### src/rtl/timer_v_defs.svh
`ifndef TIMER_V_DEFS_SVH
`define TIMER_V_DEFS_SVH

// output select codes
`define OSEL_NONE 2'h0
`define OSEL_LOW 2'h1
`define OSEL_HIGH 2'h2
`define OSEL_TOGGLE 2'h3

// clear select codes
`define CLR_NONE 2'h0
`define CLR_MATCH_A 2'h1
`define CLR_MATCH_B 2'h2
`define CLR_EXT_PIN 2'h3

// trigger edge codes
`define TRIG_OFF 2'h0
`define TRIG_RISE 2'h1
`define TRIG_FALL 2'h2
`define TRIG_BOTH 2'h3

// clock select: {internal_clock_sel_ext, clock_sel_bit2..0}
`define CKSEL_WIDTH 4
`define CKSEL_STOP 4'h0
`define CKSEL_EXT_RISE 4'h5
`define CKSEL_EXT_FALL 4'h6
`define CKSEL_EXT_BOTH 4'h7

// prescaler divide exponents for internal sources (default choices)
`define PRE_DIV_A 3'h1
`define PRE_DIV_B 3'h2
`define PRE_DIV_C 3'h3
`define PRE_DIV_D 3'h4
`define PRE_DIV_E 3'h5
`define PRE_DIV_F 3'h6
`define PRE_WIDTH 8

// reset values
`define COUNT_RESET 8'h00
`define COMPARE_RESET 8'hff

// least external clear pulse: 1.5 system clocks at 25 MHz (40 ns period)
`define CLEAR_PULSE_NS 60
`define CLK_PERIOD_NS 40
`define CLEAR_PULSE_CYCLES ((`CLEAR_PULSE_NS + `CLK_PERIOD_NS - 1) / `CLK_PERIOD_NS)

`endif

### src/rtl/timer_v_pkg.sv
package timer_v_pkg;

    typedef struct packed {
        logic [1:0] outSelectB;
        logic [1:0] outSelectA;
        logic [1:0] clearSelect;
        logic [1:0] triggerEdge;
        logic triggerEnable;
        logic [3:0] clockSel;
        logic overflowIrqEnable;
        logic matchAIrqEnable;
        logic matchBIrqEnable;
    } timer_cfg_t;

    typedef struct packed {
        logic count;
        logic compareA;
        logic compareB;
    } write_strobe_t;

    typedef struct packed {
        logic overflow;
        logic matchA;
        logic matchB;
    } flag_bits_t;

    typedef enum logic [1:0] {
        RUN_IDLE = 2'b00,
        RUN_COUNT = 2'b01,
        RUN_WAIT_TRIGGER = 2'b10
    } run_state_t;

endpackage

### src/rtl/timer_v_edge_sync.sv
`include "timer_v_defs.svh"

module timer_v_edge_sync #(
    parameter int WIDTH = 3
)(
    // clock and reset
    input wire logic clk,
    input wire logic sys_rst,
    // raw pins
    input wire logic [WIDTH-1:0] pinIn,
    // synchronised levels and edges
    output logic [WIDTH-1:0] level,
    output logic [WIDTH-1:0] rise,
    output logic [WIDTH-1:0] fall
);

    logic [WIDTH-1:0] stageOne;
    logic [WIDTH-1:0] stageTwo;
    logic [WIDTH-1:0] stageThree;
    logic [WIDTH-1:0] next_stageOne;
    logic [WIDTH-1:0] next_stageTwo;
    logic [WIDTH-1:0] next_stageThree;

    always_comb
    begin
        next_stageOne = pinIn;
        next_stageTwo = stageOne;
        next_stageThree = stageTwo;
    end

    // stage one feeds only stage two
    always_ff @(posedge clk)
    begin
        if (sys_rst)
        begin
            stageOne <= '0;
            stageTwo <= '0;
            stageThree <= '0;
        end
        else
        begin
            stageOne <= next_stageOne;
            stageTwo <= next_stageTwo;
            stageThree <= next_stageThree;
        end
    end

    assign level = stageTwo;
    assign rise = stageTwo & ~stageThree;
    assign fall = ~stageTwo & stageThree;

endmodule // timer_v_edge_sync

### src/rtl/eight_bit_compare_timer.sv
// Notes on behaviour
// - counting starts once any of nine clock sources (six internal, three external) is selected
// - wrap ff to 00 sets overflow flag; interrupt if its enable set
// - counter compared with both compare values; equality sets matching flag
// - match pulse occurs in last cycle of equality, at the count tick
// - match interrupt raised when its enable and its flag are set
// - on match the output pin takes the level chosen by that select field
// - select codes: 00 hold, 01 low, 10 high, 11 toggle
// - output pin is 0 after reset until first match changes it
// - clear select 01 or 10 clears counter on match a or b
// - clear select 11: rising edge of clear pin clears; pulse 1.5 clocks
// - trigger enabled: clear halts counting until selected trigger edge arrives
// - trigger edge codes: 00 off, 01 rise, 10 fall, 11 both
// - flags clear by writing 0 after reading 1; only hardware sets them
// - clear coinciding with counter write wins; write discarded
// - increment coinciding with counter write loses; write wins
// - match coinciding with compare write suppressed; write completes
// - simultaneous matches: toggle over high over low
// - internal source increments on falling edge of divided clock
// - source switch high to low counts as falling edge, one extra increment
`include "timer_v_defs.svh"

module eight_bit_compare_timer #(
    parameter int COUNT_WIDTH = 8
)(
    // clock and reset
    input wire logic clk,
    input wire logic sys_rst,
    // configuration
    input wire timer_v_pkg::timer_cfg_t cfg,
    // software writes
    input wire timer_v_pkg::write_strobe_t writeStrobe,
    input wire logic [COUNT_WIDTH-1:0] writeData,
    // flag access: read marks armed, clear strobe writes 0
    input wire timer_v_pkg::flag_bits_t flagRead,
    input wire timer_v_pkg::flag_bits_t flagClear,
    // external pins
    input wire logic external_clock_pin,
    input wire logic external_clear_pin,
    input wire logic trigger_input_pin,
    // state
    output logic [COUNT_WIDTH-1:0] count_value,
    output logic [COUNT_WIDTH-1:0] compare_value_a,
    output logic [COUNT_WIDTH-1:0] compare_value_b,
    output logic overflow_flag,
    output logic match_flag_a,
    output logic match_flag_b,
    // requests and pin
    output logic overflowIrq,
    output logic matchAIrq,
    output logic matchBIrq,
    output logic timer_output_pin
);

    logic [2:0] pinLevel;
    logic [2:0] pinRise;
    logic [2:0] pinFall;

    timer_v_edge_sync #(.WIDTH(3)) pinSync (
        .clk(clk),
        .sys_rst(sys_rst),
        .pinIn({trigger_input_pin, external_clear_pin, external_clock_pin}),
        .level(pinLevel),
        .rise(pinRise),
        .fall(pinFall)
    );

    // prescaler and tick source
    logic [`PRE_WIDTH-1:0] prescale;
    logic [`PRE_WIDTH-1:0] next_prescale;
    logic srcLevel;
    logic srcLevelPrev;
    logic next_srcLevelPrev;
    logic tick;

    function automatic logic prescaleBit(input logic [`PRE_WIDTH-1:0] pre, input logic [2:0] expo);
        prescaleBit = pre[expo - 3'h1];
    endfunction

    always_comb
    begin
        next_prescale = prescale + `PRE_WIDTH'(1);
        // internal sources use a divided clock level; falling edge counts
        case (cfg.clockSel)
            4'h1: srcLevel = prescaleBit(prescale, `PRE_DIV_A);
            4'h2: srcLevel = prescaleBit(prescale, `PRE_DIV_B);
            4'h3: srcLevel = prescaleBit(prescale, `PRE_DIV_C);
            4'h9: srcLevel = prescaleBit(prescale, `PRE_DIV_D);
            4'ha: srcLevel = prescaleBit(prescale, `PRE_DIV_E);
            4'hb: srcLevel = prescaleBit(prescale, `PRE_DIV_F);
            `CKSEL_EXT_RISE, `CKSEL_EXT_BOTH: srcLevel = ~pinLevel[0];
            `CKSEL_EXT_FALL: srcLevel = pinLevel[0];
            default: srcLevel = 1'b0;
        endcase
        next_srcLevelPrev = srcLevel;
        // a source switch from high to low is seen as a falling edge
        if (cfg.clockSel == `CKSEL_EXT_BOTH)
            tick = pinRise[0] | pinFall[0];
        else
            tick = srcLevelPrev & ~srcLevel;
    end

    always_ff @(posedge clk)
    begin
        if (sys_rst)
        begin
            prescale <= '0;
            srcLevelPrev <= 1'b0;
        end
        else
        begin
            prescale <= next_prescale;
            srcLevelPrev <= next_srcLevelPrev;
        end
    end

    // counter, compares, run state
    timer_v_pkg::run_state_t runState;
    timer_v_pkg::run_state_t next_runState;
    logic [COUNT_WIDTH-1:0] next_count;
    logic [COUNT_WIDTH-1:0] next_compareA;
    logic [COUNT_WIDTH-1:0] next_compareB;
    logic countEnable;
    logic matchA;
    logic matchB;
    logic clearEvent;
    logic triggerEdge;
    logic wrapEvent;

    always_comb
    begin
        // match fires on the tick that ends equality, so it marks the last equal cycle
        countEnable = tick && (runState != timer_v_pkg::RUN_WAIT_TRIGGER);
        matchA = countEnable && (count_value == compare_value_a) && !writeStrobe.compareA;
        matchB = countEnable && (count_value == compare_value_b) && !writeStrobe.compareB;
        clearEvent = ((cfg.clearSelect == `CLR_MATCH_A) && matchA)
            || ((cfg.clearSelect == `CLR_MATCH_B) && matchB)
            || ((cfg.clearSelect == `CLR_EXT_PIN) && pinRise[1]);
        case (cfg.triggerEdge)
            `TRIG_RISE: triggerEdge = pinRise[2];
            `TRIG_FALL: triggerEdge = pinFall[2];
            `TRIG_BOTH: triggerEdge = pinRise[2] | pinFall[2];
            default: triggerEdge = 1'b0;
        endcase
        wrapEvent = countEnable && (count_value == {COUNT_WIDTH{1'b1}}) && !clearEvent && !writeStrobe.count;
        if (clearEvent)
            next_count = '0;
        else if (writeStrobe.count)
            next_count = writeData;
        else if (countEnable)
            next_count = count_value + COUNT_WIDTH'(1);
        else
            next_count = count_value;
        next_compareA = writeStrobe.compareA ? writeData : compare_value_a;
        next_compareB = writeStrobe.compareB ? writeData : compare_value_b;
        case (runState)
            timer_v_pkg::RUN_COUNT:
                next_runState = (clearEvent && cfg.triggerEnable) ? timer_v_pkg::RUN_WAIT_TRIGGER
                    : timer_v_pkg::RUN_COUNT;
            timer_v_pkg::RUN_WAIT_TRIGGER:
                next_runState = (!cfg.triggerEnable || triggerEdge) ? timer_v_pkg::RUN_COUNT
                    : timer_v_pkg::RUN_WAIT_TRIGGER;
            default:
                next_runState = timer_v_pkg::RUN_COUNT;
        endcase
    end

    always_ff @(posedge clk)
    begin
        if (sys_rst)
        begin
            runState <= timer_v_pkg::RUN_IDLE;
            count_value <= `COUNT_RESET;
            compare_value_a <= `COMPARE_RESET;
            compare_value_b <= `COMPARE_RESET;
        end
        else
        begin
            runState <= next_runState;
            count_value <= next_count;
            compare_value_a <= next_compareA;
            compare_value_b <= next_compareB;
        end
    end

    // flags with read-then-write-zero clearing; a set wins over a clear
    timer_v_pkg::flag_bits_t armed;
    timer_v_pkg::flag_bits_t next_armed;
    logic next_overflowFlag;
    logic next_matchFlagA;
    logic next_matchFlagB;

    function automatic logic flagNext(input logic cur, input logic set, input logic armedBit, input logic clr);
        flagNext = set | (cur & ~(armedBit & clr));
    endfunction

    always_comb
    begin
        next_overflowFlag = flagNext(overflow_flag, wrapEvent, armed.overflow, flagClear.overflow);
        next_matchFlagA = flagNext(match_flag_a, matchA, armed.matchA, flagClear.matchA);
        next_matchFlagB = flagNext(match_flag_b, matchB, armed.matchB, flagClear.matchB);
        // arming is lost by any clear attempt, so a stale read cannot clear a new event
        next_armed.overflow = (flagRead.overflow & overflow_flag) | (armed.overflow & ~flagClear.overflow);
        next_armed.matchA = (flagRead.matchA & match_flag_a) | (armed.matchA & ~flagClear.matchA);
        next_armed.matchB = (flagRead.matchB & match_flag_b) | (armed.matchB & ~flagClear.matchB);
    end

    always_ff @(posedge clk)
    begin
        if (sys_rst)
        begin
            overflow_flag <= 1'b0;
            match_flag_a <= 1'b0;
            match_flag_b <= 1'b0;
            armed <= '0;
        end
        else
        begin
            overflow_flag <= next_overflowFlag;
            match_flag_a <= next_matchFlagA;
            match_flag_b <= next_matchFlagB;
            armed <= next_armed;
        end
    end

    assign overflowIrq = overflow_flag & cfg.overflowIrqEnable;
    assign matchAIrq = match_flag_a & cfg.matchAIrqEnable;
    assign matchBIrq = match_flag_b & cfg.matchBIrqEnable;

    // output pin
    logic next_outPin;
    logic [1:0] actA;
    logic [1:0] actB;
    logic [1:0] action;

    always_comb
    begin
        actA = matchA ? cfg.outSelectA : `OSEL_NONE;
        actB = matchB ? cfg.outSelectB : `OSEL_NONE;
        // codes rank in numeric order: toggle, high, low
        action = (actA > actB) ? actA : actB;
        case (action)
            `OSEL_LOW: next_outPin = 1'b0;
            `OSEL_HIGH: next_outPin = 1'b1;
            `OSEL_TOGGLE: next_outPin = ~timer_output_pin;
            default: next_outPin = timer_output_pin;
        endcase
    end

    always_ff @(posedge clk)
    begin
        if (sys_rst)
            timer_output_pin <= 1'b0;
        else
            timer_output_pin <= next_outPin;
    end

endmodule // eight_bit_compare_timer

### config.mk
export PLATFORM = sky130hd
export DESIGN_NAME = eight_bit_compare_timer
export DESIGN_NICKNAME = d
export VERILOG_FILES = /design/src/rtl/timer_v_pkg.sv /design/src/rtl/timer_v_edge_sync.sv /design/src/rtl/eight_bit_compare_timer.sv
export VERILOG_INCLUDE_DIRS = /design/src /design/src/rtl
export SDC_FILE = /design/constraint.sdc
export NUM_CORES = 1
export LEC_CHECK = 0
export ABC_AREA = 1
export BUFFER_PORTS_ARGS = -buffer_cell sky130_fd_sc_hd__clkbuf_2
export CELL_PAD_IN_SITES_DETAIL_PLACEMENT = 1
export CELL_PAD_IN_SITES_GLOBAL_PLACEMENT = 1
export CORE_AREA = 5 5 149 80
export CTS_BUF_LIST = sky130_fd_sc_hd__clkbuf_8
export CTS_CLUSTER_DIAMETER = 40
export DETAILED_ROUTE_END_ITERATION = 8
export DIE_AREA = 0 0 154 85
export GPL_TIMING_DRIVEN = 0
export PLACE_DENSITY = 0.69
export SLEW_MARGIN = 20
export SYNTH_ARGS = -nofsm -noshare
export SYNTH_HDL_FRONTEND = slang
export SYNTH_HIERARCHICAL = 1
export SYNTH_SLANG_ARGS = --single-unit
### constraint.sdc
create_clock -name clk -period 5.87 [get_ports clk]
set_clock_uncertainty 0.15 [all_clocks]
set_input_delay 0.8805 -clock clk [delete_from_list [all_inputs] [get_ports clk]]
set_output_delay 0.8805 -clock clk [all_outputs]
set_load 0.05 [all_outputs]
==> results.py <==
metrics = {
    "outcome": {
        "status": "complete, no violations",
    },
    "synthesis": {
        "syn_nets": 408,
        "ys.warnings.count": 6,
        "synth_area_um2": 2532,
        "postSynthCellCount": 363,
        "avgSynthCellArea_um2": 6.976,
    },
    "critical_path": {
        "setup.worst_path.class": "input pin to flip-flop",
        "path_cells": "clkbuf_2 -> nand2_1 -> inv_1 -> nand3_1 -> nand2_1 -> nor2_2 -> nand3_2 -> nand2_4 -> nand2_4 -> nor3_2 -> nand2_1 -> inv_1 -> ha_1 -> a22oi_1 -> inv_1 -> nand2_1 -> nand3_2 -> a21oi_2",
        "r2r_start": "count_value[3]",
        "path_common_cell": "nand2_1",
        "endpoint_kind": "flip-flop",
        "reg2reg_to": "timer_output_pin",
        "critPathArrivalTime_ns": 3.04,
        "regToRegSetupSlack_ns": 3.15,
        "cp_slowest_cell": "nor3_2",
        "required_ns": 5.97,
        "reg2reg_depth": 14,
        "cp_max_fo": 9,
        "start_kind": "input pin",
        "critPathMaxStageDelay_ns": 0.30,
    },
    "hold_path": {
        "hold_end": "pinSync/level[1]",
        "hold_path_class": "flip-flop to flip-flop",
        "holdPathStages": 2,
        "hold_start": "pinSync/next_stageTwo[1]",
    },
    "floorplanning": {
        "rows": 27,
        "start_util": 0.2403,
        "die-area_um2": 13090,
        "io-pin-count": 69,
        "die_width_um": 154,
        "core_um2": 10540,
        "fp.dieH_um": 85,
    },
    "cells_and_area": {
        "antenna_cells": 0,
        "final_nets": 482,
        "area_delta_synth_final_pct": 24.11,
        "final_common_cell": "nand2_1",
        "final_cell_mix": "82 x nand2_1, 67 x clkbuf_2, 49 x dfxtp_1",
        "drive_above_1_share": 0.2466,
        "final_area_um2": 3143,
    },
    "place": {
        "dp.final_hpwl_um": 7066,
        "place.gp.congestion": 0.8224,
        "post_dp_cell_area_um2": 3049,
        "io_buffers": 67,
    },
    "sta": {
        "fin_crit_sh": 0.5007,
        "fin_setup_tns_ns": 0,
        "setup_violations": 0,
        "drv_slew": 0,
        "hold_viol_final": 0,
        "max_freq_mhz": 340.2,
        "grt_setup_unrepaired": "false",
        "tightest_slew_ns": 0.5205,
        "period_minus_slack_ns": 2.939,
        "worst_slew_margin_rel": 0.6530,
    },
    "clocking": {
        "clock_sinks": 49,
        "h-tree-depth": 2,
        "cts_hold_buf": 0,
        "clk_latency_ns": 0.31,
        "cts_root_buf": "clkbuf_8",
        "cts_resized": 0,
        "clkTransAtPathRegs_ns": 0.11,
        "cts_buffers": 5,
        "cts_buffer_depth": 2,
        "postCtsSetupBuffers": 0,
        "cts_tree": "yes",
    },
    "drt": {
        "ant_nets": 0,
        "via_per_inst": 4.434,
        "vias": 2585,
        "drt_iter0_drc": 108,
        "routedWlPerCell_um": 14.60,
        "drt_wl_total_um": 8514,
        "dr.pass1.iters": 4,
        "drc": 0,
    },
    "grt": {
        "grt_overflow": 0,
        "grt_pass1_wl_um": 13880,
        "grt_max_degree": 18,
        "grt_usage": 0.1320,
        "grt_antenna_before_repair": 0,
        "first_global_vias": 2723,
    },
    "power": {
        "powerDensity_nw_per_um2": 231.4,
        "peakVddDrop_mv": 0.08592,
        "leakagePower_nw": 1.476,
    },
    "run": {
        "drv.max_cap_violation_count": 0,
    },
}
worst max-delay path by stage:
stage | end | depth (start not counted) | from
after CTS | timer_output_pin | 18 | cfg[3]
after floorplan | timer_output_pin | 17 | cfg[6]
after global placement | timer_output_pin | 17 | cfg[3]
final | timer_output_pin | 18 | cfg[3]
after detailed placement | timer_output_pin | 18 | cfg[3]
after global routing | timer_output_pin | 18 | cfg[3]
flip-flops by register name, indices dropped and copies added (netlist names):
register,cells
compare_value_a,8
armed,3
timer_output_pin,1
runState,2
match_flag_b,1
count_value,8
match_flag_a,1
pinSync/stageThree,3
srcLevelPrev,1
compare_value_b,8
overflow_flag,1
pinSync/next_stageTwo,3
pinSync/level,3
prescale,6
critical path, delay by kind of cell:
family                     cells  cell delay, ns
buffers and inverters          4            0.34
adders and majority gates      1            0.23
AOI/OAI and AO/OA              2            0.35
and+or+nand+nor               11            1.23
stage by stage:
step	util	power, mW	hold WS (ns)	cells	setup slack (ns)
6_report	0.2982	0.7273	0.2632	583	2.931
3_5_place_dp	0.2893	0.5223	0.2480	575	2.569
5_1_grt	0.2982	0.7700	0.2787	583	2.675
2_1_floorplan	-	0.4687	0.2383	363	3.129
3_3_place_gp	0.2893	0.5172	0.2399	575	2.664
4_1_cts	0.2982	0.7402	0.2646	583	2.898
report_power, final:
| group | internal (mW) | switching [mW] |
|---|---|---|
| logic | 0.0436 | 0.104 |
| registers | 0.349 | 0.0175 |
| clock network | 0.0864 | 0.127 |
| total | 0.479 | 0.249 |
routing by layer:
layer | GRT usage | vias up | routed length [um]
li1 | - | 1306 | -
met1 | 0.1949 | 1210 | 4616
met2 | 0.1887 | 65 | 3260
met3 | 0.04687 | 4 | 610
met4 | 0.01522 | 0 | 27
met5 | 0 | - | 0
layout make-up:
class | instances | area [um2]
multi-input cells | 253 | 1303
fillers | 1360 | 7397
plain buffers | 9 | 46.29
inverters | 52 | 202.7
repair buffers | 67 | 335.3
clock inverters | 3 | 25.02
clock buffers | 5 | 68.82
flip-flops and latches | 49 | 980.9
well taps | 145 | 181.4
(Power assumes the default switching activity.)
